==> config.mk <==
export PLATFORM = sky130hd
export DESIGN_NAME = serial_flash_write_protection
export DESIGN_NICKNAME = d
export VERILOG_FILES = /design/src/verilog/flash_protect_pkg.sv /design/src/verilog/serial_flash_write_protection.sv /design/src/verilog/bit_sync.sv /design/src/verilog/protect_map.sv
export SDC_FILE = /design/constraint.sdc
export NUM_CORES = 1
export LEC_CHECK = 0
export BUFFER_PORTS_ARGS = -buffer_cell sky130_fd_sc_hd__buf_2
export CAP_MARGIN = 20
export CORE_UTILIZATION = 64
export CTS_BUF_LIST = sky130_fd_sc_hd__clkbuf_8
export DETAILED_ROUTE_END_ITERATION = 8
export PLACE_DENSITY = 0.85
export REMOVE_ABC_BUFFERS = 1
export SYNTH_ARGS = -nofsm -noshare
export SYNTH_HDL_FRONTEND = slang
export SYNTH_SLANG_ARGS = --single-unit
==> constraint.sdc <==
create_clock -name clk_in -period 10.5 [get_ports clk_in]
set_input_delay 1.575 -clock clk_in [delete_from_list [all_inputs] [get_ports clk_in]]
set_output_delay 1.575 -clock clk_in [all_outputs]
set_load 0.005 [all_outputs]
==> src/verilog/flash_protect_pkg.sv <==
package flash_protect_pkg;
   localparam int ADDR_W = 24;
   localparam int BYTE_W = 8;
   localparam int BLOCK_W = 5;
   localparam int BLOCK_LSB = 16;
   localparam int LEVEL_W = 4;
   localparam int OTP_ROW_BIT = 9;
   localparam logic [2:0] BIT_LAST = 3'h7;
   localparam logic [2:0] BYTE_CNT_MAX = 3'h7;
   // Frame lengths in bytes, opcode included
   localparam logic [2:0] LEN_OPCODE = 3'h1;
   localparam logic [2:0] LEN_WRSR_SHORT = 3'h2;
   localparam logic [2:0] LEN_WRSR_LONG = 3'h3;
   localparam logic [2:0] LEN_ADDR = 3'h4;
   localparam logic [2:0] LEN_PROGRAM_MIN = 3'h5;
   // Opcodes
   localparam logic [7:0] CMD_SET_WRITE_LATCH = 8'h06;
   localparam logic [7:0] CMD_CLEAR_WRITE_LATCH = 8'h04;
   localparam logic [7:0] CMD_WRITE_STATUS = 8'h01;
   localparam logic [7:0] CMD_READ_STATUS = 8'h05;
   localparam logic [7:0] CMD_READ_SECURITY = 8'h2B;
   localparam logic [7:0] CMD_WRITE_SECURITY = 8'h2F;
   localparam logic [7:0] CMD_PROGRAM = 8'h02;
   localparam logic [7:0] CMD_SECTOR_ERASE = 8'h20;
   localparam logic [7:0] CMD_BLOCK32_ERASE = 8'h52;
   localparam logic [7:0] CMD_BLOCK64_ERASE = 8'hD8;
   localparam logic [7:0] CMD_CHIP_ERASE = 8'h60;
   localparam logic [7:0] CMD_DEEP_SLEEP = 8'hB9;
   localparam logic [7:0] CMD_ENTER_OTP = 8'hB1;
   localparam logic [7:0] CMD_EXIT_OTP = 8'hC1;
   // Status byte layout, then config and security bit positions
   localparam int STAT_WEL_BIT = 1;
   localparam int STAT_LEVEL_LSB = 2;
   localparam int STAT_QUAD_BIT = 6;
   localparam int STAT_LOCK_BIT = 7;
   localparam int CFG_TB_BIT = 3;
   localparam int SEC_FACTORY_BIT = 0;
   localparam int SEC_CUSTOMER_BIT = 1;
   // Protect level codes
   localparam logic [3:0] LVL_NONE = 4'h0;
   localparam logic [3:0] LVL_LOW_FIRST = 4'h1;
   localparam logic [3:0] LVL_LOW_LAST = 4'h5;
   localparam logic [3:0] LVL_HIGH_FIRST = 4'hA;
   localparam logic [3:0] LVL_HIGH_LAST = 4'hE;

   typedef enum logic [2:0] {
      ST_STANDBY = 3'h1,
      ST_ACTIVE = 3'h2,
      ST_SLEEP = 3'h4
   } state_t;

   typedef enum logic [2:0] {
      OP_NONE = 3'h0,
      OP_PROGRAM = 3'h1,
      OP_SECTOR = 3'h2,
      OP_BLOCK32 = 3'h3,
      OP_BLOCK64 = 3'h4,
      OP_CHIP = 3'h5
   } op_kind_t;
endpackage

==> src/verilog/serial_flash_write_protection.sv <==
`timescale 1ns/1ps
`default_nettype none
module serial_flash_write_protection
   import flash_protect_pkg::*;
(
   input wire logic clk_in,
   input wire logic reset_n_in,
   input wire logic cs_n_in,
   input wire logic sclk_in,
   input wire logic data_line0_in,
   output logic data_line1_out,
   output logic data_line1_oe_out,
   input wire logic protect_pin_line2_in,
   output logic protect_pin_line2_out,
   output logic protect_pin_line2_oe_out,
   input wire logic pause_pin_line3_in,
   output logic pause_pin_line3_out,
   output logic pause_pin_line3_oe_out,
   input wire logic factory_lock_in,
   output logic op_go_out,
   output op_kind_t op_kind_out,
   output logic [ADDR_W-1:0] op_addr_out,
   output logic op_otp_out,
   output logic refused_out,
   output logic write_enable_latch_out,
   output logic [LEVEL_W-1:0] protect_level_bits_out,
   output logic top_bottom_select_out,
   output logic status_write_lock_out,
   output logic quad_mode_out,
   output logic [1:0] security_out,
   output logic otp_mode_out,
   output logic deep_sleep_out,
   output logic pin_protect_mode_out
);
   state_t state;
   logic cs_n_s, sclk_s, d0_s, wp_n_s, pause_n_s;
   logic cs_prev, sclk_prev, paused, reading, strap_taken;
   logic [2:0] bit_cnt, byte_cnt;
   logic [7:0] shift, opcode, wr0, wr1, out_shift;
   logic [ADDR_W-1:0] addr;
   logic [7:0] next_byte;
   logic cs_fall, cs_rise, sclk_rise, sclk_fall, bit_edge, frame_end, byte_end;
   logic block_protected, pin_mode, otp_row_locked;
   logic do_go, do_refuse, do_wel_set, do_wel_clr, do_status, do_cfg, do_lock, do_sleep;
   logic do_otp_enter, do_otp_exit;
   op_kind_t go_kind;

   bit_sync #(
      .WIDTH(5),
      .RESET_VAL(5'h13)
   ) u_sync (
      .clk_in(clk_in),
      .reset_n_in(reset_n_in),
      .async_in({cs_n_in, sclk_in, data_line0_in, protect_pin_line2_in, pause_pin_line3_in}),
      .sync_out({cs_n_s, sclk_s, d0_s, wp_n_s, pause_n_s})
   );

   protect_map u_map (
      .level_in(protect_level_bits_out),
      .top_bottom_in(top_bottom_select_out),
      .block_in(addr[BLOCK_LSB +: BLOCK_W]),
      .protected_out(block_protected)
   );

   always_ff @(posedge clk_in or negedge reset_n_in)
   begin
      if (!reset_n_in)
      begin
         cs_prev <= 1'b1;
         // Idle serial clock is low; a high reset value would fake a fall
         sclk_prev <= 1'b0;
      end
      else
      begin
         cs_prev <= cs_n_s;
         sclk_prev <= sclk_s;
      end
   end

   assign cs_fall = cs_prev && !cs_n_s;
   assign cs_rise = !cs_prev && cs_n_s;
   assign sclk_rise = !sclk_prev && sclk_s;
   assign sclk_fall = sclk_prev && !sclk_s;
   assign bit_edge = sclk_rise && !cs_n_s && !paused && state == ST_ACTIVE;
   assign byte_end = bit_edge && bit_cnt == BIT_LAST;
   assign frame_end = cs_rise && state == ST_ACTIVE;
   assign next_byte = {shift[6:0], d0_s};
   assign pin_mode = status_write_lock_out && !wp_n_s && !quad_mode_out;
   assign otp_row_locked = addr[OTP_ROW_BIT] ? security_out[SEC_FACTORY_BIT] : security_out[SEC_CUSTOMER_BIT];

   // pause only outside quad mode, changes while clock is low
   always_ff @(posedge clk_in or negedge reset_n_in)
   begin
      if (!reset_n_in)
         paused <= 1'b0;
      else if (quad_mode_out || cs_n_s)
         paused <= 1'b0;
      else if (!sclk_s)
         paused <= !pause_n_s;
   end

   always_ff @(posedge clk_in or negedge reset_n_in)
   begin
      if (!reset_n_in)
         state <= ST_STANDBY;
      else
      begin
         case (state)
            ST_STANDBY:
               if (cs_fall)
                  state <= ST_ACTIVE;
            ST_ACTIVE:
               if (cs_rise)
                  state <= do_sleep ? ST_SLEEP : ST_STANDBY;
            // only a chip select pulse wakes
            ST_SLEEP:
               if (cs_rise)
                  state <= ST_STANDBY;
            default:
               state <= ST_STANDBY;
         endcase
      end
   end

   always_ff @(posedge clk_in or negedge reset_n_in)
   begin
      if (!reset_n_in)
      begin
         shift <= '0;
         bit_cnt <= '0;
         byte_cnt <= '0;
         opcode <= '0;
         wr0 <= '0;
         wr1 <= '0;
         addr <= '0;
      end
      else if (cs_fall)
      begin
         bit_cnt <= '0;
         byte_cnt <= '0;
         opcode <= '0;
      end
      else if (bit_edge)
      begin
         shift <= next_byte;
         bit_cnt <= bit_cnt + 3'h1;
         if (bit_cnt == BIT_LAST)
         begin
            if (byte_cnt != BYTE_CNT_MAX)
               byte_cnt <= byte_cnt + 3'h1;
            if (byte_cnt == 3'h0)
               opcode <= next_byte;
            if (byte_cnt == 3'h1)
               wr0 <= next_byte;
            if (byte_cnt == 3'h2)
               wr1 <= next_byte;
            if (byte_cnt >= 3'h1 && byte_cnt < LEN_ADDR)
               addr <= {addr[ADDR_W-9:0], next_byte};
         end
      end
   end

   // Decision taken once, at the frame's end
   always_comb
   begin
      do_go = 1'b0;
      do_refuse = 1'b0;
      do_wel_set = 1'b0;
      do_wel_clr = 1'b0;
      do_status = 1'b0;
      do_cfg = 1'b0;
      do_lock = 1'b0;
      do_sleep = 1'b0;
      do_otp_enter = 1'b0;
      do_otp_exit = 1'b0;
      go_kind = OP_NONE;
      if (frame_end && bit_cnt == 3'h0)
      begin
         case (opcode)
            CMD_SET_WRITE_LATCH:
               do_wel_set = byte_cnt == LEN_OPCODE;
            CMD_CLEAR_WRITE_LATCH:
               do_wel_clr = byte_cnt == LEN_OPCODE;
            CMD_DEEP_SLEEP:
               do_sleep = byte_cnt == LEN_OPCODE;
            CMD_ENTER_OTP:
               do_otp_enter = byte_cnt == LEN_OPCODE;
            CMD_EXIT_OTP:
               do_otp_exit = byte_cnt == LEN_OPCODE;
            CMD_WRITE_STATUS:
            begin
               if ((byte_cnt == LEN_WRSR_SHORT || byte_cnt == LEN_WRSR_LONG) && write_enable_latch_out && !pin_mode)
               begin
                  do_status = 1'b1;
                  do_cfg = byte_cnt == LEN_WRSR_LONG;
                  do_wel_clr = 1'b1;
               end
               else
                  do_refuse = 1'b1;
            end
            CMD_WRITE_SECURITY:
            begin
               if (byte_cnt == LEN_OPCODE && write_enable_latch_out)
               begin
                  do_lock = 1'b1;
                  do_wel_clr = 1'b1;
               end
               else
                  do_refuse = 1'b1;
            end
            CMD_PROGRAM, CMD_SECTOR_ERASE, CMD_BLOCK32_ERASE, CMD_BLOCK64_ERASE, CMD_CHIP_ERASE:
            begin
               case (opcode)
                  CMD_PROGRAM: go_kind = OP_PROGRAM;
                  CMD_SECTOR_ERASE: go_kind = OP_SECTOR;
                  CMD_BLOCK32_ERASE: go_kind = OP_BLOCK32;
                  CMD_BLOCK64_ERASE: go_kind = OP_BLOCK64;
                  default: go_kind = OP_CHIP;
               endcase
               do_go = write_enable_latch_out;
               if (go_kind == OP_PROGRAM)
                  do_go = do_go && byte_cnt >= LEN_PROGRAM_MIN;
               else if (go_kind == OP_CHIP)
                  do_go = do_go && byte_cnt == LEN_OPCODE;
               else
                  do_go = do_go && byte_cnt == LEN_ADDR;
               // OTP mode: only programs, into unlocked rows
               if (otp_mode_out)
                  do_go = do_go && go_kind == OP_PROGRAM && !otp_row_locked;
               else if (go_kind == OP_CHIP)
                  do_go = do_go && protect_level_bits_out == LVL_NONE;
               else
                  do_go = do_go && !block_protected;
               do_refuse = !do_go;
               do_wel_clr = do_go;
            end
            default:
               do_go = 1'b0;
         endcase
      end
      else if (frame_end && byte_cnt != 3'h0)
         do_refuse = 1'b1;
   end

   // refused ops keep op_go_out low and pulse refused_out; no busy state exists
   always_ff @(posedge clk_in or negedge reset_n_in)
   begin
      if (!reset_n_in)
      begin
         op_go_out <= 1'b0;
         op_kind_out <= OP_NONE;
         op_addr_out <= '0;
         op_otp_out <= 1'b0;
         refused_out <= 1'b0;
      end
      else
      begin
         op_go_out <= do_go;
         refused_out <= do_refuse;
         if (do_go)
         begin
            op_kind_out <= go_kind;
            op_addr_out <= addr;
            op_otp_out <= otp_mode_out;
         end
      end
   end

   always_ff @(posedge clk_in or negedge reset_n_in)
   begin
      if (!reset_n_in)
         write_enable_latch_out <= 1'b0;
      else if (do_wel_set)
         write_enable_latch_out <= 1'b1;
      else if (do_wel_clr)
         write_enable_latch_out <= 1'b0;
   end

   // Nonvolatile in silicon; here they restart cleared
   always_ff @(posedge clk_in or negedge reset_n_in)
   begin
      if (!reset_n_in)
      begin
         protect_level_bits_out <= LVL_NONE;
         status_write_lock_out <= 1'b0;
         quad_mode_out <= 1'b0;
         top_bottom_select_out <= 1'b0;
         otp_mode_out <= 1'b0;
         deep_sleep_out <= 1'b0;
         pin_protect_mode_out <= 1'b0;
      end
      else
      begin
         pin_protect_mode_out <= pin_mode;
         deep_sleep_out <= state == ST_SLEEP || (frame_end && do_sleep);
         if (do_status)
         begin
            protect_level_bits_out <= wr0[STAT_LEVEL_LSB +: LEVEL_W];
            status_write_lock_out <= wr0[STAT_LOCK_BIT];
            quad_mode_out <= wr0[STAT_QUAD_BIT];
         end
         // Top/bottom is one-time: it can be set, never cleared
         if (do_cfg && wr1[CFG_TB_BIT])
            top_bottom_select_out <= 1'b1;
         if (do_otp_enter)
            otp_mode_out <= 1'b1;
         else if (do_otp_exit)
            otp_mode_out <= 1'b0;
      end
   end

   // factory lock taken as a strap after reset release
   always_ff @(posedge clk_in or negedge reset_n_in)
   begin
      if (!reset_n_in)
      begin
         security_out <= 2'h0;
         strap_taken <= 1'b0;
      end
      else
      begin
         if (!strap_taken)
         begin
            security_out[SEC_FACTORY_BIT] <= factory_lock_in;
            strap_taken <= 1'b1;
         end
         if (do_lock)
            security_out[SEC_CUSTOMER_BIT] <= 1'b1;
      end
   end

   // output shifts on the falling clock
   always_ff @(posedge clk_in or negedge reset_n_in)
   begin
      if (!reset_n_in)
      begin
         reading <= 1'b0;
         out_shift <= '0;
         data_line1_out <= 1'b0;
         data_line1_oe_out <= 1'b0;
      end
      else
      begin
         data_line1_oe_out <= reading && !cs_n_s && !paused;
         if (cs_fall || cs_rise)
            reading <= 1'b0;
         else if (byte_end && byte_cnt == 3'h0)
         begin
            reading <= next_byte == CMD_READ_STATUS || next_byte == CMD_READ_SECURITY;
            if (next_byte == CMD_READ_SECURITY)
               out_shift <= {6'h00, security_out};
            else
            begin
               out_shift <= {status_write_lock_out, quad_mode_out, protect_level_bits_out, write_enable_latch_out, 1'b0};
            end
         end
         else if (sclk_fall && reading && !paused)
         begin
            data_line1_out <= out_shift[7];
            out_shift <= {out_shift[6:0], out_shift[7]};
         end
      end
   end

   // quad data path not built: lines 2 and 3 stay inputs
   always_ff @(posedge clk_in or negedge reset_n_in)
   begin
      if (!reset_n_in)
      begin
         protect_pin_line2_out <= 1'b0;
         protect_pin_line2_oe_out <= 1'b0;
         pause_pin_line3_out <= 1'b0;
         pause_pin_line3_oe_out <= 1'b0;
      end
      else
      begin
         protect_pin_line2_out <= 1'b0;
         protect_pin_line2_oe_out <= 1'b0;
         pause_pin_line3_out <= 1'b0;
         pause_pin_line3_oe_out <= 1'b0;
      end
   end
endmodule
`default_nettype wire

==> src/verilog/bit_sync.sv <==
`timescale 1ns/1ps
`default_nettype none
module bit_sync #(
   parameter int WIDTH = 1,
   parameter logic [WIDTH-1:0] RESET_VAL = '0
) (
   input wire logic clk_in,
   input wire logic reset_n_in,
   input wire logic [WIDTH-1:0] async_in,
   output logic [WIDTH-1:0] sync_out
);
   logic [WIDTH-1:0] stage1;

   genvar i;
   generate
      for (i = 0; i < WIDTH; i++)
      begin : g_bit
         always_ff @(posedge clk_in or negedge reset_n_in)
         begin
            if (!reset_n_in)
            begin
               stage1[i] <= RESET_VAL[i];
               sync_out[i] <= RESET_VAL[i];
            end
            else
            begin
               stage1[i] <= async_in[i];
               sync_out[i] <= stage1[i];
            end
         end
      end
   endgenerate
endmodule
`default_nettype wire

==> src/verilog/protect_map.sv <==
`timescale 1ns/1ps
`default_nettype none
module protect_map
   import flash_protect_pkg::*;
#(
   parameter int BW = BLOCK_W
) (
   input wire logic [LEVEL_W-1:0] level_in,
   input wire logic top_bottom_in,
   input wire logic [BW-1:0] block_in,
   output logic protected_out
);
   // Region of span blocks at the low or high end of the array
   function automatic logic in_region(input logic [BW:0] span, input logic low_end, input logic [BW-1:0] blk);
      logic [BW:0] b;
      b = {1'b0, blk};
      in_region = low_end ? (b < span) : (b >= ((BW+1)'(1 << BW) - span));
   endfunction

   logic [BW:0] span;

   always_comb
   begin
      span = '0;
      protected_out = 1'b1;
      if (level_in == LVL_NONE)
         protected_out = 1'b0;
      else if (level_in >= LVL_LOW_FIRST && level_in <= LVL_LOW_LAST)
      begin
         span = (BW+1)'(1) << (level_in - LVL_LOW_FIRST);
         protected_out = in_region(span, top_bottom_in, block_in);
      end
      else if (level_in >= LVL_HIGH_FIRST && level_in <= LVL_HIGH_LAST)
      begin
         // A shrinking region on the same side stays writable; its complement is protected
         span = (BW+1)'(1 << (BW - 1)) >> (level_in - LVL_HIGH_FIRST);
         protected_out = !in_region(span, top_bottom_in, block_in);
      end
   end
endmodule
`default_nettype wire

==> results by group, run 1 <==
Run status
  • Run status: finished with violations
  • Failing checks: DRC

Layout
  • Share of cells above drive strength 1: 0.212
  • Diodes inserted: 0
  • Util after Layout: 0.721
  • Most frequent cells in the layout: 115 x dfrtp_1, 82 x nand2_1, 51 x buf_2
  • Final nets: roughly 740
  • Synth-to-Final Area Change: 9.81%
  • Most common cell after layout, fill and taps aside: dfrtp_1

STA
  • Post-layout minimum cycle time: 4310 ps
  • Final cycle utilization of the critical path: 0.410
  • Final WS setup: 6190 ps
  • Fin. Hold Viols: 0
  • Slew Limit Headroom: 0.272
  • Max Slew Vio Count: 0
  • RSZ-0062 raised after global routing: no
  • FMAX: 232 MHz
  • Slew @ Worst Pin: 1090 ps
  • Final Setup Violations: 0
  • Clk_skew: 8.27 ps
  • Setup TNS: 0 ps

Place
  • Dpl hpwl: 10.0 mm
  • GPL Wtd Cong: 0.876
  • PortBufs: 52
  • Dpl ws: between 6000 and 7000 ps

Synthesis
  • Synth Instances: 665
  • Netlist cell types: 65
  • Mapped cell area: 6750 µm²
  • Sequential element share of the synthesized area: 0.458
  • Synth top area cells: dfrtp_1 43%, mux2_2 7.7%, ha_1 6.3%, nand2_1 4.6%, o211a_1 3.7%
  • Syn Area/Cell: around 10 µm²
  • Register bit total from synthesis: 123
  • Post-synth EDFFs: 0
  • Top_reg_cell synth: dfrtp_1
  • Synth area leader: dfrtp_1
  • Async S/R FF share, synth: 1.00
  • Top cell type's share of synthesized area: 0.426
  • YS warnings: 0

Global route
  • First-pass GRT wire length: around 26 mm
  • Vias in the first global route: 5,296
  • Initial antenna violation count: 0
  • Largest net degree at the start of global routing: 78
  • Total grt overflow: 0
  • Global Route Usage Sum: 0.297

Power
  • PwrDens: 120 nW/µm²
  • VDD IR-drop max: approximately 110 µV
  • Static leakage: 3.47 nW

Die
  • Core area: just over 10,000 µm²
  • Initial core utilization: 0.657
  • Ports: 57
  • Die Wd: roughly 100 µm
  • Die Ht: 105 µm
  • # rows: 37
  • DIE AREA: 11,000 µm²

Clocking
  • CTS buffer count: 17
  • Clock Tree Buf Depth: 2
  • CTS tree: done
  • Number of post-CTS setup repair buffers: 0
  • Sink Count: 123
  • Clk_lat worst skew: about 440 ps
  • CTS Hold Buffers Added: 0
  • CTS clk-pin slew, worst paths: 70 ps
  • Clk root buf: clkbuf_8
  • Resized cells post-CTS: 0
  • H-tree levels: 4

Min path
  • Hold Crit Depth: 0
  • Hold crit path type: reg2reg

Worst setup path
  • CP Data Required Time: 10,810 ps
  • CP peak stage delay: roughly 840 ps
  • Crit Path Max Fanout: 50
  • Worst r2r path cells: 16
  • Crit end category: flip-flop
  • Slowest-stage cell, CP: nor2_4
  • CP arrival: between 4000 and 5000 ps
  • Worst-path cell chain: inv_1 > ha_1 > a21boi_0 > xnor2_1 > and3_1 > nand2_1 > ha_1 > xnor2_1 > ha_1 > a21oi_1 > o21ai_0 > nand3_1 > a211oi_1 > nor2_4 > and2_1 > o31ai_1
  • Top cell by count, worst path: ha_1
  • CP Class: reg2reg
  • CP Launch Type: flip-flop

Route
  • DRC: 2
  • Antenna Violating Nets Remaining: 0
  • 1st-pass router iterations: 9
  • Routed vias/inst: around 6.5
  • Iter 0 DRT Violations: ~500
  • Routed WL per cell: 18.3 µm
  • Final Routed Wirelength: 15.5 mm
  • Via count: 5,472

Flow run
  • Max-cap violations: 0
worst paths after layout:
kind,startpoint,end,slack (ps)
setup / recovery,protect_level_bits_out[1],write_enable_latch_out,6190
hold / removal,u_sync.stage1[3],u_sync.sync_out[3],350
setup reg to reg,protect_level_bits_out[1],write_enable_latch_out,6190
hold reg to reg,u_sync.stage1[3],u_sync.sync_out[3],350
max in group asynchronous,reset_n_in,wr0[5],7990
min in group asynchronous,reset_n_in,op_addr_out[11],1140
layout make-up:
cell class                 count  area, µm²
clock inverter                 9       60.1
clock buffer                  23        317
tap                          136        170
inverter                      21       78.8
sequential                   123       3090
timing repair buffer          58        335
fill                         750       2870
multi-input combinational    478       3360
per-stage QoR:
step / total power, mW / std cells / area (µm²) / hold WS (ps)
global route: 0.924 / 848 / 7410 / 361
CTS: 0.898 / 845 / 7360 / 355
global placement: 0.510 / 813 / 6980 / 331
detailed placement: 0.511 / 813 / 6980 / 340
floorplan: 0.497 / 622 / 6510 / 331
finish: 0.893 / 848 / 7410 / 351
worst max-delay path: cells and delay by family (launching register included):
kind / cells / cell delay [ps]
xor+xnor: 2 / 400
compound gates: 5 / 630
fa+ha+maj: 3 / 790
flops: 1 / 550
buf+inv: 1 / 150
simple gates: 5 / 1610
cells by family after synthesis:
group                      after synthesis  synth area share
muxes                                   53            0.0873
buffers and inverters                   67            0.0482
xor gates and xnor gates                 9            0.0117
AOI/OAI and AO/OA                      122             0.139
and+or+nand+nor                        255             0.192
adders and majority gates               34            0.0630
DFF                                    123             0.458
other                                    2           0.00111
where the power goes:
group          total [mW]  internal [mW]  switching, mW
clock               0.390          0.218          0.172
sequential          0.484          0.480        0.00428
combinational      0.0186        0.00490         0.0137
flip-flops by register name, indices dropped and copies added, names as in the netlist, 2 cells and up:
name                    cells
opcode                      8
u_sync.stage1               5
state                       3
wr0                         6
bit_cnt                     3
addr                       24
u_sync.sync_out             5
shift                       7
out_shift                   8
byte_cnt                    3
security_out                2
op_kind_out                 3
protect_level_bits_out      4
op_addr_out                24
routing by layer:
metal | up-vias | share of wire | GRT usage
met5 | - | 0 | 0
met4 | 0 | 0.026 | 0.136
met3 | 39 | 0.052 | 0.0618
met2 | 214 | 0.50 | 0.471
met1 | 2726 | 0.42 | 0.394
li1 | 2493 | - | -
Yosys cell counts (7+ instances only):
library cell / n
clkbuf_1: 22
mux2_2: 46
dfstp_2: 8
a21oi_1: 15
o21ai_0: 13
dfrtp_1: 115
o211ai_1: 28
ha_1: 34
buf_2: 9
a22o_1: 9
nand3_1: 46
nand4_1: 30
a31oi_1: 7
nor4_1: 7
inv_1: 21
nor2_1: 37
buf_4: 8
nand2_1: 82
o211a_1: 25
Power figures use the tool's default switching activity.
==> inputs of run 2 (changes only) <==
--- a/config.mk
+++ b/config.mk
@@ -7,10 +7,10 @@
 export LEC_CHECK = 0
 export BUFFER_PORTS_ARGS = -buffer_cell sky130_fd_sc_hd__buf_2
 export CAP_MARGIN = 20
-export CORE_UTILIZATION = 64
+export CORE_UTILIZATION = 62
 export CTS_BUF_LIST = sky130_fd_sc_hd__clkbuf_8
 export DETAILED_ROUTE_END_ITERATION = 8
-export PLACE_DENSITY = 0.85
+export PLACE_DENSITY = 0.82
 export REMOVE_ABC_BUFFERS = 1
 export SYNTH_ARGS = -nofsm -noshare
 export SYNTH_HDL_FRONTEND = slang
==> constraint.sdc (replaced) <==
create_clock -name clk_in -period 4.2 [get_ports clk_in]
set_input_delay 0.63 -clock clk_in [delete_from_list [all_inputs] [get_ports clk_in]]
set_output_delay 0.63 -clock clk_in [all_outputs]
set_load 0.005 [all_outputs]
==> run 2 against run 1 <==
Compared with the run above: critical endpoint is now op_kind_out[1]; first-iteration DRC count down 26%; the flow now finishes without violations; sequential share of layout area decreased by 0.98 points; worst hold slack worse by 78 ps; largest power group unchanged; highest routed layer unchanged.
==> results by group, run 2 (same netlist as run 1, synthesis figures left out) <==
Run status
  • Run status: finished clean (was finished with violations)

Layout
  • Diodes inserted: 0 (unchanged)
  • Final nets: 754 (was 741)
  • Synth-to-Final Area Change: 12.5% (was 9.81%)
  • Share of cells above drive strength 1: 0.241 (was 0.212)
  • # fillers: 731 (was 750)
  • Biggest regs: addr: 24 flops, op_addr_out: 24 flops (unchanged)
  • Fin area: 7590 µm² (was 7410 µm²)
  • Most frequent cells in the layout: 114 x dfrtp_1, 82 x nand2_1, 51 x buf_2 (was 115 x dfrtp_1, 82 x nand2_1, 51 x buf_2)
  • Most common cell after layout, fill and taps aside: dfrtp_1 (unchanged)
  • Area occupied by multi-input gates: 3370 µm² (was 3360 µm²)
  • Register area: 3090 µm² (about the same)

STA
  • Final cycle utilization of the critical path: 0.918 (was 0.410)
  • Slew Limit Headroom: 0.347 (was 0.272)
  • FMAX: 259 MHz (was 232 MHz)
  • Final WS setup: 343 ps (was 6190 ps)
  • Max Slew Vio Count: 0 (unchanged)
  • Setup TNS: 0 ps (unchanged)
  • Clk_skew: 9.06 ps (was 8.27 ps)
  • Slew @ Worst Pin: 980 ps (was 1090 ps)
  • Post-layout minimum cycle time: 3860 ps (was 4310 ps)
  • Fin. Hold Viols: 0 (unchanged)
  • RSZ-0062 raised after global routing: no (unchanged)
  • Final Setup Violations: 0 (unchanged)

Clocking
  • Clk root buf: clkbuf_8 (unchanged)
  • H-tree levels: 4 (unchanged)
  • CTS Hold Buffers Added: 0 (unchanged)
  • CTS clk-pin slew, worst paths: 80 ps (was 70 ps)
  • Clk_lat worst skew: 450 ps (was 440 ps)
  • CTS tree: done (unchanged)
  • Sink Count: 123 (unchanged)
  • Clock Tree Buf Depth: 2 (unchanged)
  • CTS buffer count: 17 (unchanged)

Global route
  • Vias in the first global route: 5,253 (was 5,296)
  • Initial antenna violation count: 0 (unchanged)
  • Global Route Usage Sum: 0.294 (was 0.297)
  • Total grt overflow: 0 (unchanged)
  • First-pass GRT wire length: 25.8 mm (was 25.5 mm)
  • Largest net degree at the start of global routing: 80 (was 78)

Place
  • Dpl ws: 239 ps (was 6220 ps)
  • PortBufs: 52 (unchanged)
  • GPL Wtd Cong: 0.901 (was 0.876)
  • Dpl hpwl: 10.4 mm (was 10.0 mm)
  • Dpl cell area: 7050 µm² (was 6980 µm²)

Worst setup path
  • Critical R2R Launch: protect_level_bits_out[2] (was protect_level_bits_out[1])
  • Worst-path cell chain: inv_2 > ha_1 > a21boi_0 > xnor2_1 > and3_4 > nand3_1 > ha_1 > o211ai_1 > a21oi_1 > o21a_1 > o221ai_1 > a222oi_1 > clkbuf_8 > mux2_1 > a221o_1 (was inv_1 > ha_1 > a21boi_0 > xnor2_1 > and3_1 > nand2_1 > ha_1 > xnor2_1 > ha_1 > a21oi_1 > o21ai_0 > nand3_1 > a211oi_1 > nor2_4 > and2_1 > o31ai_1)
  • CP Launch Type: flip-flop (unchanged)
  • Worst reg2reg path endpoint: op_kind_out[1] (was write_enable_latch_out)
  • CP arrival: 4190 ps (was 4610 ps)
  • Crit Path Max Fanout: 8 (was 50)
  • Buf/Inv on CP: 2 (was 1)
  • Slowest-stage cell, CP: a222oi_1 (was nor2_4)
  • Worst r2r path cells: 15 (was 16)
  • Top cell by count, worst path: ha_1 (unchanged)
  • CP peak stage delay: 500 ps (was 840 ps)
  • CP Data Required Time: 4540 ps (was 10,810 ps)
  • R2R setup slack: 340 ps (was 6190 ps)
  • CP delay by family, top: compound AO/OA/AOI/OAI gates (was simple AND/OR/NAND/NOR gates)
  • Crit end category: flip-flop (unchanged)
  • CP Class: reg2reg (unchanged)

Power
  • Static leakage: 3.53 nW (was 3.47 nW)
  • VDD IR-drop max: 269 µV (was 109 µV)
  • PwrDens: 319 nW/µm² (was 120 nW/µm²)

Flow run
  • Max-cap violations: 0 (unchanged)

Route
  • Wire length on met1: 6.83 mm (was 6.55 mm)
  • Antenna Violating Nets Remaining: 0 (unchanged)
  • Met3 wire len: 819 µm (was 808 µm)
  • Routed WL per cell: 18.3 µm (about the same)
  • Via count: 5,494 (was 5,472)
  • Routed vias/inst: 6.38 (was 6.45)
  • DR top layer: met4 (unchanged)
  • DR WL met2: 7.79 mm (was 7.70 mm)
  • Iter 0 DRT Violations: 373 (was 503)
  • DRC: 0 (was 2)
  • Final Routed Wirelength: 15.8 mm (was 15.5 mm)
  • 1st-pass router iterations: 5 (was 9)

Die
  • Initial core utilization: 0.648 (was 0.657)
  • Ports: 57 (unchanged)
  • # rows: 37 (unchanged)
  • Die Wd: 106 µm (was 105 µm)
  • DIE AREA: 11,300 µm² (was 11,000 µm²)
  • Die Ht: 106 µm (was 105 µm)
  • Core area: 10,400 µm² (was 10,300 µm²)

Min path
  • Hold crit path type: in2reg (was reg2reg)
  • HP Start: cs_n_in (was u_sync.stage1[3])
  • Hold Crit Depth: 1 (was 0)
  • Worst min-delay path endpoint: u_sync.stage1[4] (was u_sync.sync_out[3])
-- run 2: where the power goes --
group / internal (mW) / leakage [nW] / switching [mW]
sequential: 1.20 / 1.67 / 0.0109
clock: 0.663 / 0.211 / 0.500
combinational: 0.0128 / 1.64 / 0.0352
total: 1.87 / 3.53 / 0.546
-- run 2: worst reg2reg max path, stage by stage, from the launching register on --
cell      delay (ps)
dfrtp_2          470
inv_2            120
ha_1             190
a21boi_0         250
xnor2_1          210
and3_4           260
nand3_1          140
ha_1             330
o211ai_1          80
a21oi_1          120
o21a_1           140
o221ai_1         100
a222oi_1         500
clkbuf_8         260
mux2_1           320
a221o_1          250
-- run 2: layout make-up --
class / count / area share
multi-input combinational: 478 / 0.443
sequential: 123 / 0.407
timing repair buffer: 71 / 0.0585
clock buffer: 18 / 0.0326
clock inverter: 14 / 0.0257
tap: 136 / 0.0224
inverter: 21 / 0.0104
-- run 2: through the flow --
stage,power [mW],hold slack (ps),instances,util
detailed placement,1.28,335,822,0.677
global route,2.49,254,861,0.729
CTS,2.43,260,854,0.719
global placement,1.28,333,822,0.677
floorplan,1.24,331,622,-
finish,2.42,273,861,0.729
-- run 2: how the worst max path moves through the flow --
stage / from / to / depth (start not counted)
global placement: protect_level_bits_out[2] / op_kind_out[1] / 15
detailed placement: protect_level_bits_out[2] / op_kind_out[1] / 15
finish: protect_level_bits_out[2] / op_kind_out[1] / 15
global route: protect_level_bits_out[2] / op_kind_out[1] / 15
CTS: protect_level_bits_out[2] / op_addr_out[1] / 16
floorplan: protect_level_bits_out[1] / op_kind_out[1] / 14
-- run 2: timing repair --
action	CTS	global route
gates resized for setup	0	6
endpoints found under the setup margin	0	13
buffers inserted	0	4
-- run 2: routing by layer --
layer  GRT usage  up-vias
met3      0.0527       35
met5           0        -
met2       0.480      200
met1       0.384     2739
met4       0.126        0
li1            -     2520
